## src/common/rssm_map.vh

```
// Register map, field positions, reset values and timing counts
`ifndef RSSM_MAP_VH
`define RSSM_MAP_VH

// Special-function addresses and page
`define RSSM_CAUSE_ADDR      8'hef
`define RSSM_SUPPLY_ADDR     8'hff
`define RSSM_SFR_PAGE        4'h0

// Reset cause and enable register fields
`define RSSM_RTC_BIT         7
`define RSSM_FLASH_BIT       6
`define RSSM_CMP_BIT         5
`define RSSM_SOFT_BIT        4
`define RSSM_WDT_BIT         3
`define RSSM_CLKLOSS_BIT     2
`define RSSM_POWER_BIT       1
`define RSSM_PIN_BIT         0
`define RSSM_CAUSE_RST       8'h02

// Supply monitor control register fields
`define RSSM_MON_ON_BIT      7
`define RSSM_ABOVE_RST_BIT   6
`define RSSM_ABOVE_WARN_BIT  5
`define RSSM_RSVD_MSB        4
`define RSSM_MON_ON_RST      1'b1
`define RSSM_RSVD_RST        5'h00

// Timing: clock period, least reset hold, clock loss window
`define RSSM_CLK_NS          10
`define RSSM_HOLD_NS         100
`define RSSM_HOLD_CYC \
  ((`RSSM_HOLD_NS + `RSSM_CLK_NS - 1) / `RSSM_CLK_NS)
`define RSSM_CLKLOSS_NS      20000
`define RSSM_CLKLOSS_CYC \
  ((`RSSM_CLKLOSS_NS + `RSSM_CLK_NS - 1) / `RSSM_CLK_NS)

`endif

```

## src/core/rssm_hold_timer.v

```verilog
// Least-duration timer for holding the system in reset
`timescale 1ns/10ps
`include "rssm_map.vh"

module rssm_hold_timer (
  input  wire       clk,
  input  wire       srst,
  input  wire       start,
  output wire       done
);

  // Full-width count first, then cut to the counter width on purpose
  localparam [31:0] HOLD_FULL  = `RSSM_HOLD_CYC;
  localparam [7:0]  HOLD_COUNT = HOLD_FULL[7:0];

  reg [7:0] count;

  // Load on start, then count down to zero
  always @(posedge clk) begin
    if (srst) begin
      count <= 8'h00;
    end else if (start) begin
      count <= HOLD_COUNT;
    end else if (count != 8'h00) begin
      count <= count - 8'h01;
    end
  end

  assign done = (count == 8'h00);

endmodule

```

## src/core/rssm_clk_watch.v

```verilog
// Clock loss detector: flags a level that stays put too long
`timescale 1ns/10ps
`include "rssm_map.vh"

module rssm_clk_watch (
  input  wire       clk,
  input  wire       srst,
  input  wire       enable,
  input  wire       watchedLevel,
  output reg        timeout
);

  // Full-width window first, then cut to the counter width on purpose
  localparam [31:0] LIMIT_FULL = `RSSM_CLKLOSS_CYC;
  localparam [11:0] LIMIT      = LIMIT_FULL[11:0];

  reg        lastLevel;
  reg [11:0] stillCount;

  // Any edge on the watched clock restarts the window
  always @(posedge clk) begin
    if (srst) begin
      lastLevel  <= 1'b0;
      stillCount <= 12'h000;
      timeout    <= 1'b0;
    end else begin
      lastLevel <= watchedLevel;
      if (!enable || (watchedLevel != lastLevel)) begin
        stillCount <= 12'h000;
        timeout    <= 1'b0;
      end else if (stillCount != LIMIT) begin
        stillCount <= stillCount + 12'h001;
        timeout    <= 1'b0;
      end else begin
        timeout    <= 1'b1;
      end
    end
  end

endmodule

```

## src/core/rssm_top.v

```verilog
// Reset cause capture, reset source enables and supply monitor control
//
// Functional notes
// - Bit 7 reads RTC caused reset; writing 1 enables RTC reset source.
// - Bit 6 read-only, reads 1 only after a flash error reset.
// - Bit 5 reads comparator reset; writing 1 enables active-low comparator.
// - Writing 1 to bit 4 forces reset; bit then reads 1.
// - Bit 3 read-only, reads 1 only after a watchdog overflow reset.
// - Bit 2 reads clock loss reset; writing 1 enables clock loss detector.
// - Bit 1 reads power/supply reset; writing 1 selects supply monitor.
// - Bit 0 read-only, reads 1 only after external pin reset.
// - Reads return last cause; writes only set enables or force reset.
// - When power flag reads 1, other flags are undefined.
// - Cause register sits at address 0xEF, page 0x0.
// - Bit 7 turns monitor on; resets need it selected too.
// - Bit 6 reads 1 while supply above reset threshold.
// - Bit 5 reads 1 while supply above warning threshold.
// - Every other kind of reset clears the power flag.
// - Monitor enable and its selection survive all device resets.
// - Power and supply resets drive reset pin low until exit.
// - Clock loss detector resets when clock stalls past window.
`timescale 1ns/10ps
`include "rssm_map.vh"

//////////////////////////////////////////////////////////////////////////
// Register layout, page 0 only; other pages read zero, drop writes
//
// Cause and enable register at 0xef; read and write reach
// different logic:
//   bit  read                        write 1
//   7    RTC alarm or osc fail       lets RTC events reset
//   6    flash fault                 ignored
//   5    comparator low              lets comparator reset
//   4    forced by software          forces a reset now
//   3    watchdog overflow           ignored
//   2    clock loss timeout          arms clock loss watch
//   1    power-up or supply drop     selects supply monitor
//   0    reset pin held low          ignored
// Writing 0 to bits 7, 5, 2 or 1 turns that source off again.
//
// Supply monitor control register at 0xff:
//   7    monitor on, survives device resets
//   6    supply above reset level, live comparator
//   5    supply above warning level, live comparator
//   4:0  stored as written; zero is the only legal value
//
// Reads have no side effects; back-to-back accesses are fine.
// Limitation: the RTC, comparator and clock loss enables fall back
// to off on every device reset, so boot code must rewrite them.
// Of the resets, only srst, standing for a full power-up, sets the supply monitor
// on and selected again.

module rssm_top (
  input  wire       clk,
  input  wire       srst,
  // Special-function register access from the core
  input  wire [3:0] sfrPage,
  input  wire [7:0] sfrAddr,
  input  wire       sfrRead,
  input  wire       sfrWrite,
  input  wire [7:0] sfrWdata,
  output reg  [7:0] sfrRdata,
  // Event inputs from neighbouring blocks
  input  wire       powerOnEvent,
  input  wire       supplyAboveResetLevel,
  input  wire       supplyAboveWarningLevel,
  input  wire       rtcAlarm,
  input  wire       rtcOscFail,
  input  wire       comparatorOut,
  input  wire       watchdogOverflow,
  input  wire       flashFault,
  input  wire       watchedClockLevel,
  // External reset pin, open drain
  input  wire       externalResetIn_n,
  output reg        externalResetOut,
  output reg        externalResetOe,
  // System reset and monitor state
  output reg        systemReset,
  output reg        supplyMonitorOn
);

  localparam RUN  = 1'b0;
  localparam HOLD = 1'b1;

  reg       state;
  reg [7:0] causeFlags;      // Value seen by reads
  reg [7:0] pendingCause;    // Cause collected during reset
  reg       rtcEnable;
  reg       comparatorEnable;
  reg       clockLossEnable;
  reg       supplySelected;
  reg [4:0] reservedBits;
  reg       holdStart;
  reg [7:0] next_cause;

  wire       holdDone;
  wire       holdOver;
  wire       clockLossTimeout;
  wire       pageHit;
  wire       causeHit;
  wire       supplyHit;
  wire       causeWrite;
  wire       supplyWrite;
  wire       powerEvent;
  wire       rtcEvent;
  wire       comparatorEvent;
  wire       softEvent;
  wire       anyEvent;
  wire [7:0] supplyReadback;

  //////////////////////////////////////////////////////////////////////////
  // Helpers

  rssm_hold_timer holdTimer (
    .clk   (clk),
    .srst  (srst),
    .start (holdStart),
    .done  (holdDone)
  );

  rssm_clk_watch clockWatch (
    .clk          (clk),
    .srst         (srst),
    .enable       (clockLossEnable),
    .watchedLevel (watchedClockLevel),
    .timeout      (clockLossTimeout)
  );

  //////////////////////////////////////////////////////////////////////////
  // Address decode; writes are ignored while the system is in reset

  // Exact compare of page and address; neither register is mirrored
  assign pageHit     = (sfrPage == `RSSM_SFR_PAGE);
  assign causeHit    = pageHit && (sfrAddr == `RSSM_CAUSE_ADDR);
  assign supplyHit   = pageHit && (sfrAddr == `RSSM_SUPPLY_ADDR);
  assign causeWrite  = sfrWrite && causeHit && (state == RUN);
  assign supplyWrite = sfrWrite && supplyHit && (state == RUN);

  //////////////////////////////////////////////////////////////////////////
  // Reset sources; RTC, comparator and supply drop each gated by its enable

  // Monitor must be both on and selected before it can reset
  assign powerEvent = powerOnEvent ||
                      (supplyMonitorOn && supplySelected &&
                       !supplyAboveResetLevel);
  assign rtcEvent        = rtcEnable && (rtcAlarm || rtcOscFail);
  assign comparatorEvent = comparatorEnable && !comparatorOut;
  assign softEvent       = causeWrite && sfrWdata[`RSSM_SOFT_BIT];
  assign anyEvent = powerEvent || !externalResetIn_n || clockLossTimeout ||
                    watchdogOverflow || flashFault || comparatorEvent ||
                    rtcEvent || softEvent;

  // One-hot cause; when several fire in one cycle, highest first:
  // power, pin, clock loss, watchdog, flash, comparator, RTC, software.
  // Power wins since it also pulls the pin and has the slowest release.
  always @* begin
    next_cause = 8'h00;
    if (powerEvent) begin
      next_cause[`RSSM_POWER_BIT] = 1'b1;
    end else if (!externalResetIn_n) begin
      next_cause[`RSSM_PIN_BIT] = 1'b1;
    end else if (clockLossTimeout) begin
      next_cause[`RSSM_CLKLOSS_BIT] = 1'b1;
    end else if (watchdogOverflow) begin
      next_cause[`RSSM_WDT_BIT] = 1'b1;
    end else if (flashFault) begin
      next_cause[`RSSM_FLASH_BIT] = 1'b1;
    end else if (comparatorEvent) begin
      next_cause[`RSSM_CMP_BIT] = 1'b1;
    end else if (rtcEvent) begin
      next_cause[`RSSM_RTC_BIT] = 1'b1;
    end else if (softEvent) begin
      next_cause[`RSSM_SOFT_BIT] = 1'b1;
    end
  end

  //////////////////////////////////////////////////////////////////////////
  // Reset sequencer

  // Timer loads one edge after the start strobe, so its done flag is
  // stale in the first held cycle; the strobe masks it there.
  assign holdOver = holdDone && !holdStart;

  // Cycle walk for a flash fault taken at edge 0:
  //   edge 0   enter HOLD, systemReset high, timer start strobe
  //   edge 1   timer loads the hold count
  //   edge 11  timer reaches zero
  //   edge 12  exit, systemReset low, cause flags loaded
  // A power cause is exempt from the pin wait, because the low level
  // on the pin is then our own pull.

  // Holds reset for a least time, longer while a power event or a low pin persists
  always @(posedge clk) begin
    if (srst) begin
      state            <= RUN;
      systemReset      <= 1'b0;
      externalResetOut <= 1'b0;
      externalResetOe  <= 1'b0;
      holdStart        <= 1'b0;
      pendingCause     <= 8'h00;
      causeFlags       <= `RSSM_CAUSE_RST;
      rtcEnable        <= 1'b0;
      comparatorEnable <= 1'b0;
      clockLossEnable  <= 1'b0;
    end else begin
      holdStart        <= 1'b0;
      externalResetOut <= 1'b0;
      case (state)
        RUN: begin
          if (anyEvent) begin
            state           <= HOLD;
            systemReset     <= 1'b1;
            holdStart       <= 1'b1;
            pendingCause    <= next_cause;
            externalResetOe <= next_cause[`RSSM_POWER_BIT];
            // Device reset returns these enables to off
            rtcEnable        <= 1'b0;
            comparatorEnable <= 1'b0;
            clockLossEnable  <= 1'b0;
          end else if (causeWrite) begin
            // Writes reach only the enables, not the flags
            rtcEnable        <= sfrWdata[`RSSM_RTC_BIT];
            comparatorEnable <= sfrWdata[`RSSM_CMP_BIT];
            clockLossEnable  <= sfrWdata[`RSSM_CLKLOSS_BIT];
          end
        end
        HOLD: begin
          if (powerEvent) begin
            // A supply drop during another reset takes over
            pendingCause    <= 8'h00 | (8'h01 << `RSSM_POWER_BIT);
            externalResetOe <= 1'b1;
          end else if (holdOver &&
                       (externalResetIn_n ||
                        pendingCause[`RSSM_POWER_BIT])) begin
            // Pin is ours while power holds, so it is not waited on
            state           <= RUN;
            systemReset     <= 1'b0;
            externalResetOe <= 1'b0;
            causeFlags      <= pendingCause;
          end
        end
        default: begin
          state       <= RUN;
          systemReset <= 1'b0;
        end
      endcase
    end
  end

  //////////////////////////////////////////////////////////////////////////
  // Persistent supply monitor state, touched only by srst and writes

  // Device resets leave the monitor alone
  always @(posedge clk) begin
    if (srst) begin
      supplyMonitorOn <= `RSSM_MON_ON_RST;
      supplySelected  <= 1'b1;
      reservedBits    <= `RSSM_RSVD_RST;
    end else begin
      if (supplyWrite) begin
        supplyMonitorOn <= sfrWdata[`RSSM_MON_ON_BIT];
        reservedBits    <= sfrWdata[`RSSM_RSVD_MSB:0];
      end
      if (causeWrite) begin
        // Selecting an unsettled monitor can reset at once
        supplySelected <= sfrWdata[`RSSM_POWER_BIT];
      end
    end
  end

  //////////////////////////////////////////////////////////////////////////
  // Read data, registered one cycle after the read strobe

  assign supplyReadback = {supplyMonitorOn,
                           supplyAboveResetLevel,
                           supplyAboveWarningLevel,
                           reservedBits};

  // Reads see only latched flags, never the enables, so software that
  // read-modify-writes the cause register turns causes into enables.
  // Unmapped reads answer zero; reads have no side effects
  always @(posedge clk) begin
    if (srst) begin
      sfrRdata <= 8'h00;
    end else if (sfrRead) begin
      if (causeHit) begin
        sfrRdata <= causeFlags;
      end else if (supplyHit) begin
        sfrRdata <= supplyReadback;
      end else begin
        sfrRdata <= 8'h00;
      end
    end
  end

endmodule

```

## config.mk

```make
export PLATFORM = sky130hd
export DESIGN_NAME = rssm_top
export DESIGN_NICKNAME = d
export VERILOG_FILES = /design/src/core/rssm_hold_timer.v /design/src/core/rssm_clk_watch.v /design/src/core/rssm_top.v
export VERILOG_INCLUDE_DIRS = /design/src /design/src/common
export SDC_FILE = /design/constraint.sdc
export NUM_CORES = 1
export LEC_CHECK = 0
export BUFFER_PORTS_ARGS = -buffer_cell sky130_fd_sc_hd__buf_2
export CORE_MARGIN = 2
export CORE_UTILIZATION = 50
export DETAILED_ROUTE_END_ITERATION = 8
export PLACE_DENSITY_LB_ADDON = 0.3
export SYNTH_ARGS = -nofsm -noshare
export SYNTH_HDL_FRONTEND = slang
export SYNTH_SLANG_ARGS = --single-unit
```

## constraint.sdc

```tcl
create_clock -name clk -period 6 [get_ports clk]
set_input_delay 0.9 -clock clk [delete_from_list [all_inputs] [get_ports clk]]
set_output_delay 0.9 -clock clk [all_outputs]
set_load 0.01 [all_outputs]
```

# ---- Yosys cells after proc, flatten, opt, wreduce, memory -nomap -nowiden
# Index checks and enable logic that the tools add are counted.
dict set report totals {
  register_bits 60
}
dict set report op_classes {
  addsub 2
  n_eq_ne 9
  mux 43
  bitwise 2
  n_reduce_logical 42
}
# operator n
set op_table {}
lappend op_table {{8-bit 2-to-1 mux} 4}
lappend op_table {{1-bit 2-to-1 mux} 28}
lappend op_table {{8-bit == test, second input constant} 2}
lappend op_table {{8-bit one-hot mux with 2 select lines} 1}
lappend op_table {{1-bit logical AND} 13}
lappend op_table {{12-bit by 1-bit adder with 12-bit output, second input constant} 1}
lappend op_table {{4-bit 2-to-1 mux} 3}
lappend op_table {{6-bit 2-to-1 mux} 2}
lappend op_table {{12-bit by 11-bit != test with 1-bit output, second input constant} 1}
lappend op_table {{1-bit logical OR} 11}
lappend op_table {{8-bit zero test} 1}
lappend op_table {{8-bit nonzero test} 1}
lappend op_table {{8-bit by 1-bit subtractor with 8-bit output, second input constant} 1}
lappend op_table {{1-bit one-hot mux with 2 select lines} 3}
lappend op_table {{2-bit AND reduction} 3}
lappend op_table {{3-bit AND reduction} 2}
lappend op_table {{2-bit OR reduction} 3}
lappend op_table {{1-bit zero test} 5}
lappend op_table {{5-bit 2-to-1 mux} 1}
lappend op_table {{4-bit zero test} 1}
lappend op_table {{2-bit by 1-bit != test with 1-bit output, second input constant} 2}
lappend op_table {{2-bit != test, second input constant} 2}
lappend op_table {{2-bit nonzero test} 2}
lappend op_table {{3-bit by 1-bit != test with 1-bit output, second input constant} 1}
lappend op_table {{other kinds (3)} 4}

# ---- Logic depth before layout (Yosys ltp)
# Gate-level depths: netlist of the first run.
dict set report logic_depth {
  word_depth 15
  ltp_mapped 7
  depth_no_buf 6
}

# ---- Cells and area by module
# From an unflattened synthesis of the first run, not the netlist that was laid out.
dict set report hier_totals {
  cells_unflattened 292
  hier_area_um2 2692.6
}
# mod instances cells_each area_per_inst_um2
set by_module_without_submodules {}
lappend by_module_without_submodules {rssm_top 1 176 1647.8}
lappend by_module_without_submodules {rssm_clk_watch 1 69 634.4}
lappend by_module_without_submodules {rssm_hold_timer 1 47 410.4}

# ---- Least setup slack after synthesis of the first run
# Ideal clock, no wire load.
dict set report synth_path {
  path_kind {input to register}
  from {in sfrPage[1]}
  to {reg pendingCause[2]}
  arrival_time_ns 2.405
  required_ns 5.861
  path_slack_ns 3.456
  path_stages 4
  n_path_buf 0
  cell_sequence {or4_4 > or4_4 > o211ai_2 > a311oi_1}
}
dict set report synth_via {
  elab_chain_cells 8
}
# element line_no
set synth_rtl {}
lappend synth_rtl {{start: declaration} rssm_top.v:57} ;# input wire [3:0] sfrPage,
lappend synth_rtl {{4-bit zero test (no source line)} n/a}
lappend synth_rtl {{1-bit logical AND} rssm_top.v:134} ;# assign causeHit = pageHit && (sfrAddr == `RSSM_CAUSE_ADDR);
lappend synth_rtl {{1-bit logical AND (2 in series)} rssm_top.v:136} ;# assign causeWrite = sfrWrite && causeHit && (state == RUN);
lappend synth_rtl {{1-bit logical AND} rssm_top.v:148} ;# assign softEvent = causeWrite && sfrWdata[`RSSM_SOFT_BIT];
lappend synth_rtl {{1-bit logical OR} rssm_top.v:151} ;# rtcEvent || softEvent;
lappend synth_rtl {{2-bit != test (no source line)} n/a}
lappend synth_rtl {{2-bit AND reduction (no source line)} n/a}
lappend synth_rtl {{end signal: assignment} rssm_top.v:214} ;# pendingCause <= next_cause;
lappend synth_rtl {{end signal: assignment} rssm_top.v:230} ;# pendingCause <= 8'h00 | (8'h01 << `RSSM_POWER_BIT);
lappend synth_rtl {{end: declaration} rssm_top.v:87} ;# reg [7:0] pendingCause;
# Every way passes these cells.
# A chain may end at the register's enable or synchronous reset.

# ---- Worst setup path after layout of the first run
# Ends and elaborated chain as after synthesis.

==> results.md, run 1 <==
- The count of inserted antenna diode cells is 0.
- The power density over cell area is 309.2 nW/um^2.
- Summed over all failing endpoints, the final setup total negative slack is 0 ns.
- The flow ran to the end, and the final reports show no timing, DRC or antenna violations.
- In the synthesized netlist the dominant register cell turns out to be sky130_fd_sc_hd__dfxtp_1.
- The critical path buffer and inverter count is 1.
- Of all flip-flops after synthesis, the portion carrying an async set or reset was 0.
- The critical path class is input pin to register.
- The average instance area after synthesis is 9.256 um^2.
- Clock-pin slew was measured on the worst setup and hold paths at 0.07 ns.
- The largest individual stage delay along the critical path comes from the cell sky130_fd_sc_hd__or4_4.
- Max-cap violations in this run came to 0.
- The wire-length estimate of the detail-placed layout is 4167 um.
- The most frequent cell on the critical path is sky130_fd_sc_hd__or4_4.
- Once layout is done, the placed cells without fillers occupy 3186 um^2.
- The synthesized netlist contains 53 unique library cells.
- The total die area is 6107 um^2.
- The routed layout has 2329 vias.
- The initial antenna violation count is 0.
- The fraction of final layout cells sized beyond drive strength 1 is 0.2427.
- The via count of the first global-routing pass is 2225.
- The library cell used most frequently in the layout, excluding fill and tap cells, is sky130_fd_sc_hd__dfxtp_1.
- The x dimension of the die is 78.15 um.
- The relative slew slack is 0.4465.
- The number of levels the H-tree was split into is 3.
- The aggregate routed wire length is 5851 um.
- The DRC marker count from the first detailed-route iteration is 132.
- The average wire per standard cell is 14.20 um.
- The net count of the mapped netlist is 334.
- STA classifies the critical path endpoint as a register.
- The net count of the finished layout is 374.
- The number of nets with antenna violations after routing is 0.
- The signal on the critical path passes through buf_2 -> or4_4 -> or4_4 -> o211ai_2 -> a311oi_1.
- The path class of the tightest hold or removal check is register to register.
- The remaining global-route overflow is 0.
- Data on the critical path is required at its endpoint by 6.19 ns.
- Before antenna repair, the detailed router went through 4 iterations.
- The dominant delay contributor by cell family on the critical path is simple AND/OR/NAND/NOR gates.
- Ranked by total cell area, the synthesized netlist is headed by sky130_fd_sc_hd__dfxtp_1 44%, sky130_fd_sc_hd__nor2_1 5.3%, sky130_fd_sc_hd__a21oi_1 3.5%, sky130_fd_sc_hd__mux2_2 3.3%, sky130_fd_sc_hd__xnor2_1 2.9%.
- For this run, the total global-route usage over all layers was measured as 0.2037.
- The die is 78.15 um tall.
- The global-route wire length before repair is 9860 um.
- Yosys printed 0 warnings.
- Of all nets on the critical path, the largest fanout is 8.
- The final weighted congestion of routability-driven global placement is 0.8287.
- The total power draw is 985.0 uW.
- TritonCTS built the clock tree.
- IR analysis of the VDD net gives a maximum drop of 0.1663 mV.
- The placement row count is 26.
- Once placement finished, the instance area stood at 2994 um^2.
- Across the routed clock network, the largest skew measured is 0.005893 ns.
- After floorplanning, the core was sized to cover 5205 um^2.
- The worst-case clock buffer depth is 2.
- The total leakage power is 1.154 nW.
- The tree built by TritonCTS fans out to 60 sinks.
- Hold repair after CTS inserted 0 buffers.
- Entering global routing, the biggest net connects 48 pins.
- The upper clock frequency limit is 405.0 MHz.
- The proportion of synthesized chip area in sequential cells is 0.4370.
- The worst setup slack for register-to-register paths is 3.83 ns.
- The synthesized instance count is 297.
- Of all cell types, the one taking the most synthesized area is sky130_fd_sc_hd__dfxtp_1.
- The setup violation total in the final timing report is 0.
- On the worst path, the slowest cell contributes a delay of 0.57 ns.
- The synthesized design contains 60 register bits.
- Data on the critical path arrives at its endpoint at 2.66 ns.
- The hold violation count in the final report came to 0.
- The type of origin of the critical path is an input pin.
- At the later pin of the worst-skew pair, clock insertion delay measures 0.34 ns.
- CTS placed an instance of sky130_fd_sc_hd__clkbuf_8 at the clock tree root.
- Summing every instance area after synthesis gives 2749 um^2.
- In this run the tool buffered the top-level ports with 43 buffer cells.
- Dividing the final minimum period by the clock period gives 0.4115.
- Leaving out fill and tap cells, the most frequent cells in the layout are 60 x sky130_fd_sc_hd__dfxtp_1, 43 x sky130_fd_sc_hd__buf_2, 39 x sky130_fd_sc_hd__nor2_1, 19 x sky130_fd_sc_hd__a21oi_1, 15 x sky130_fd_sc_hd__nand3_1.
- The number of slew-limit violations in the final report came to 0.
- In the routed design, unresolved DRC markers number 0.
- Dividing the detail-routed via count by the number of cells gives 5.653.
- Measured on the finished design, the core utilization comes to 0.6120.
- The total of cells resized after clock tree synthesis is 0.
- For this configuration, the core starts out at a cell density of 0.5281.
- Setup repair after global routing left no endpoint under its margin.
- In this run, synthesis inferred 0 flip-flops with an integrated enable.
- The number of buffers inserted to repair setup after CTS is 0.
- TritonCTS created 9 clock buffers.
- From synthesis to final layout, the design area changed by 15.89%.
- For this design the top-level I/O count stands at 46.
- Of the post-synthesis cell area, the dominant cell type holds 0.4370.
- The clock period could shrink to 2.469 ns.
- The minimum hold slack is 0.4761 ns.
- The transition at the pin with the smallest max-transition slack is 0.8302 ns.
## cells in the mapped netlist, drive strengths merged, types with 7 or more instances
| cell | count |
|---|---|
| dfxtp | 60 |
| o21ai | 11 |
| a22oi | 8 |
| clkbuf | 11 |
| inv | 7 |
| nand3b | 7 |
| a211oi | 7 |
| a21oi | 19 |
| mux2 | 8 |
| nor4 | 7 |
| nor2 | 39 |
| mux2i | 7 |
| xnor2 | 9 |
| nor3 | 7 |
| nand3 | 15 |
## flip-flops by register name (all words and copies together) (netlist names), 5 cells and up
name,count
pendingCause,8
holdTimer.count,8
reservedBits,5
clockWatch.stillCount,12
causeFlags,8
sfrRdata,8
## logic make-up (layout without fill, tap and decap cells)
| family | after synthesis | after routing | synth area share |
|---|---|---|---|
| XOR/XNOR | 14 | 14 | 0.04461 |
| buffers and inverters | 22 | 67 | 0.03186 |
| other | 1 | 1 | 0.001364 |
| AND/OR/NAND/NOR | 120 | 120 | 0.2631 |
| multiplexers | 15 | 15 | 0.05826 |
| AO/OA/AOI/OAI | 62 | 62 | 0.1502 |
| flip-flops | 60 | 60 | 0.4370 |
| adder cells (fa/ha/maj) | 3 | 3 | 0.01366 |
## per-layer routing
layer  GRT usage  part of all wire  up-vias
li1            -                 -     1155
met1      0.2627              0.49     1110
met2      0.3155              0.46       54
met3     0.04023             0.041       10
met4      0.1228             0.017        0
met5           0                 0        -
## cell type report
cell class	count	area [um^2]
inverter	8	30.03
clock buffer	9	123.9
clock inverter	7	67.56
timing repair buffer	43	215.2
tap	70	87.58
multi-input combinational	215	1460
sequential	60	1201
fill	453	2019
## where the power goes
part / total [mW] / switching [mW] / internal [mW]
combinational: 0.192 / 0.107 / 0.0849
clock: 0.351 / 0.162 / 0.189
sequential: 0.441 / 0.0207 / 0.421
## worst reg2reg max path: stages (launching register included)
cell,delay (ns)
sky130_fd_sc_hd__dfxtp_1,0.36
sky130_fd_sc_hd__or4_4,0.59
sky130_fd_sc_hd__or4_1,0.71
sky130_fd_sc_hd__o21ai_0,0.25
sky130_fd_sc_hd__a21oi_1,0.10
## per-stage QoR
step	cells	setup WS, ns
floorplan	297	3.456
global placement	396	3.197
detailed placement	396	3.177
CTS	412	3.537
global route	412	3.446
finish	412	3.531
## final timing paths
path,startpoint,end,depth (start not counted)
hold reg to reg,pendingCause[7],causeFlags[7],2
hold / removal,pendingCause[7],causeFlags[7],2
setup reg to reg,holdTimer.count[3],causeFlags[2],4
setup / recovery,sfrPage[1],pendingCause[2],5
Note: power is estimated with default switching activity, not from simulation.
==> run 2, diff against run 1 <==
==> constraint.sdc (replaced) <==
create_clock -name clk -period 2.2 [get_ports clk]
set_input_delay 0.33 -clock clk [delete_from_list [all_inputs] [get_ports clk]]
set_output_delay 0.33 -clock clk [all_outputs]
set_load 0.01 [all_outputs]
==> results.md, run 2 (synthesis results as in run 1) <==
- The design draws 2.736 mW.
- Setup violations remaining at the end of the flow were counted as 0.
- Clock tree synthesis inserted a total of 9 buffers.
- The final layout contains routed wiring with a total length of 6015 um.
- Internal power comes to 1.967 mW.
- For this design the ratio of total power to cell area is 832.5 nW/um^2.
- The path class of the tightest hold or removal check is input pin to register.
- The share of power burned in the clock network is 0.369.
- The worst setup slack for register-to-register paths is 0.13 ns.
- The DRC marker count from the first detailed-route iteration is 129.
- The worst-case clock buffer depth is 2.
- Once the clock tree was built, the setup fixing pass inserted 0 buffers.
- Across the run, the number of max-cap violations was 0.
- The core region is 5205 um^2.
- The final route contains 2365 vias.
- The worst endpoint data arrival time is 2.28 ns.
- The fraction of power spent switching nets is 0.2810.
- Measured in cells, the most critical reg-to-reg path has a length of 4.
- The total die area is 6107 um^2.
- The run finished with clean final reports.
- The most flop-heavy register is clockWatch.stillCount.
- The total of cells resized after clock tree synthesis is 0.
- Timing would allow up to 483.6 MHz.
- The fraction of final layout cells sized beyond drive strength 1 is 0.2655.
- The worst ir drop on vdd is 0.3888 mV.
- The I/O pin count is 46.
- The count of nets left with antenna violations once routing finished came out at 0.
- The area overhead of the layout relative to synthesis is 19.57%.
- The type of origin of the critical path is a register.
- In the layout the commonest cells are 60 x sky130_fd_sc_hd__dfxtp_1, 43 x sky130_fd_sc_hd__buf_2, 39 x sky130_fd_sc_hd__nor2_1, 19 x sky130_fd_sc_hd__a21oi_1, 15 x sky130_fd_sc_hd__nand3_1.
- The hold violation count in the final report is 0.
- The filler cells instantiated in the layout total 450.
- Clock skew on the completed layout was measured at 0.007817 ns.
- In the final routed layout, each cell accounts on average for 14.19 um.
- In this run the tightest slew margin relative to its limit is 0.6550.
- The first-pass detailed-route iteration total is 5.
- After clock tree synthesis, the clock-pin slew on the worst setup and hold paths is 0.06 ns.
- TritonCTS built the clock tree.
- The clock root buffer is sky130_fd_sc_hd__clkbuf_8.
- The initial core utilization is 0.5281.
- The die height is 78.15 um.
- The setup path with the least slack is of type register to register.
- The endpoint class of the critical path is a register.
- The worst hold path was traced through 2 stages.
- Data on the critical path is required at its endpoint by 2.41 ns.
- The total leakage power is 1.225 nW.
- For this run, the post-layout net count is 386.
- The quantity of I/O buffers inserted on ports is 43.
- The global-route track usage on met3 is 0.05172.
- The global-route usage over all layers is 0.2065.
- The share of total power dissipated in sequential elements is 0.437.
- The leading cell type in the layout, fill and taps excluded is sky130_fd_sc_hd__dfxtp_1.
- The number of slew-limit violations in the final report is 0.
- Dividing the final minimum period by the clock period gives 0.9399.
- Setup repair after global routing left no endpoint under its margin.
- The critical-path maximum fanout is 10.
- In the routed design, unresolved DRC markers number 0.
- The routing layer with the top usage in global route is met2.
- For this run, global-route usage on met1 was measured as 0.2767.
- Adding up every negative setup slack in the final design gives 0 ns.
- The number of sinks driven by the clock tree is 60.
- The x dimension of the die is 78.15 um.
- The total of hold buffers inserted after clock tree synthesis is 0.
- The largest net degree at the start of global routing is 34.
- The first global-routing pass estimated 9784 um of wire.
- The via-per-instance ratio is 5.578.
- The clock latency on the worst-skew pair is 0.34 ns.
- For met2 alone, demand over resource in global routing was 0.3103.
- The initial antenna violation count was 0.
- The placement row count is 26.
- The analysis attributes to net switching a power of 769.0 uW.
- The worst path in the final design needs a cycle of 2.068 ns, including I/O delays and setup.
- At the end of routability-driven placement, the weighted congestion stood at 0.8237.
- The share of total power in combinational logic is 0.194.
- The number of flip-flops in the largest register is 12.
- The detailed placer's ending HPWL is 4282 um.
- The H-tree generated during clock tree synthesis spans 3 levels.
- The via count of the first global-routing pass came to 2173.
- The transition at the pin with the smallest max-transition slack is 0.5136 ns.
- The number of antenna diodes in the final layout is 0.
- Global routing finished with a remaining overflow of 0.
## run 2: changes by cell type in the layout (fill, tap and decap cells not counted), sizes merged
cell	change
buf	+12
clkbuf	+3
clkinvlp	-2
clkinv	-1
## run 2: final cells by class
type | count | area (um^2) | share of cell area
Timing Repair Buffer | 55 | 305.3 | 0.09288
Sequential cell | 60 | 1201 | 0.3654
Clock inverter | 4 | 47.55 | 0.01447
Multi-Input combinational cell | 215 | 1460 | 0.4442
Tap cell | 70 | 87.58 | 0.02665
Inverter | 8 | 30.03 | 0.009136
Clock buffer | 12 | 155.1 | 0.04720
## run 2: metal layers
layer / vias to the layer above / share of wire
met3: 10 / 0.047
met1: 1123 / 0.49
met4: 0 / 0.015
met5: - / 0
met2: 52 / 0.45
li1: 1180 / -
## run 2: worst paths after layout
check                     start         endpoint
max reg2reg  holdTimer.count[3]    causeFlags[0]
min                 sfrWdata[7]  supplyMonitorOn
max          holdTimer.count[3]    causeFlags[0]
min reg2reg     pendingCause[4]    causeFlags[4]
## run 2: per-stage QoR
stage	cell area, um^2	setup WS [ns]	utilization	cells	hold WS (ns)
2_1_floorplan	2749	0.2263	-	297	0.4386
3_3_place_gp	3084	0.1288	0.5925	408	0.4618
3_5_place_dp	3084	0.08878	0.5925	408	0.4655
4_1_cts	3287	0.1166	0.6315	424	0.2027
5_1_grt	3287	0.01213	0.6315	424	0.2256
6_report	3287	0.1322	0.6315	424	0.2144
## run 2: critical path, stage by stage (launching register included)
cell and delay (ns):
sky130_fd_sc_hd__dfxtp_1 0.35, sky130_fd_sc_hd__or4_4 0.58, sky130_fd_sc_hd__or4_1 0.71, sky130_fd_sc_hd__o21ai_0 0.21, sky130_fd_sc_hd__a21oi_1 0.09
## run 2: power by group through the flow
stage | clock (mW) | sequential [mW] | combinational (mW)
floorplan | 0 | 1.21 | 0.420
global placement | 0 | 1.22 | 0.510
detailed placement | 0 | 1.22 | 0.527
CTS | 1.03 | 1.20 | 0.532
global route | 1.07 | 1.20 | 0.595
finish | 1.01 | 1.20 | 0.530
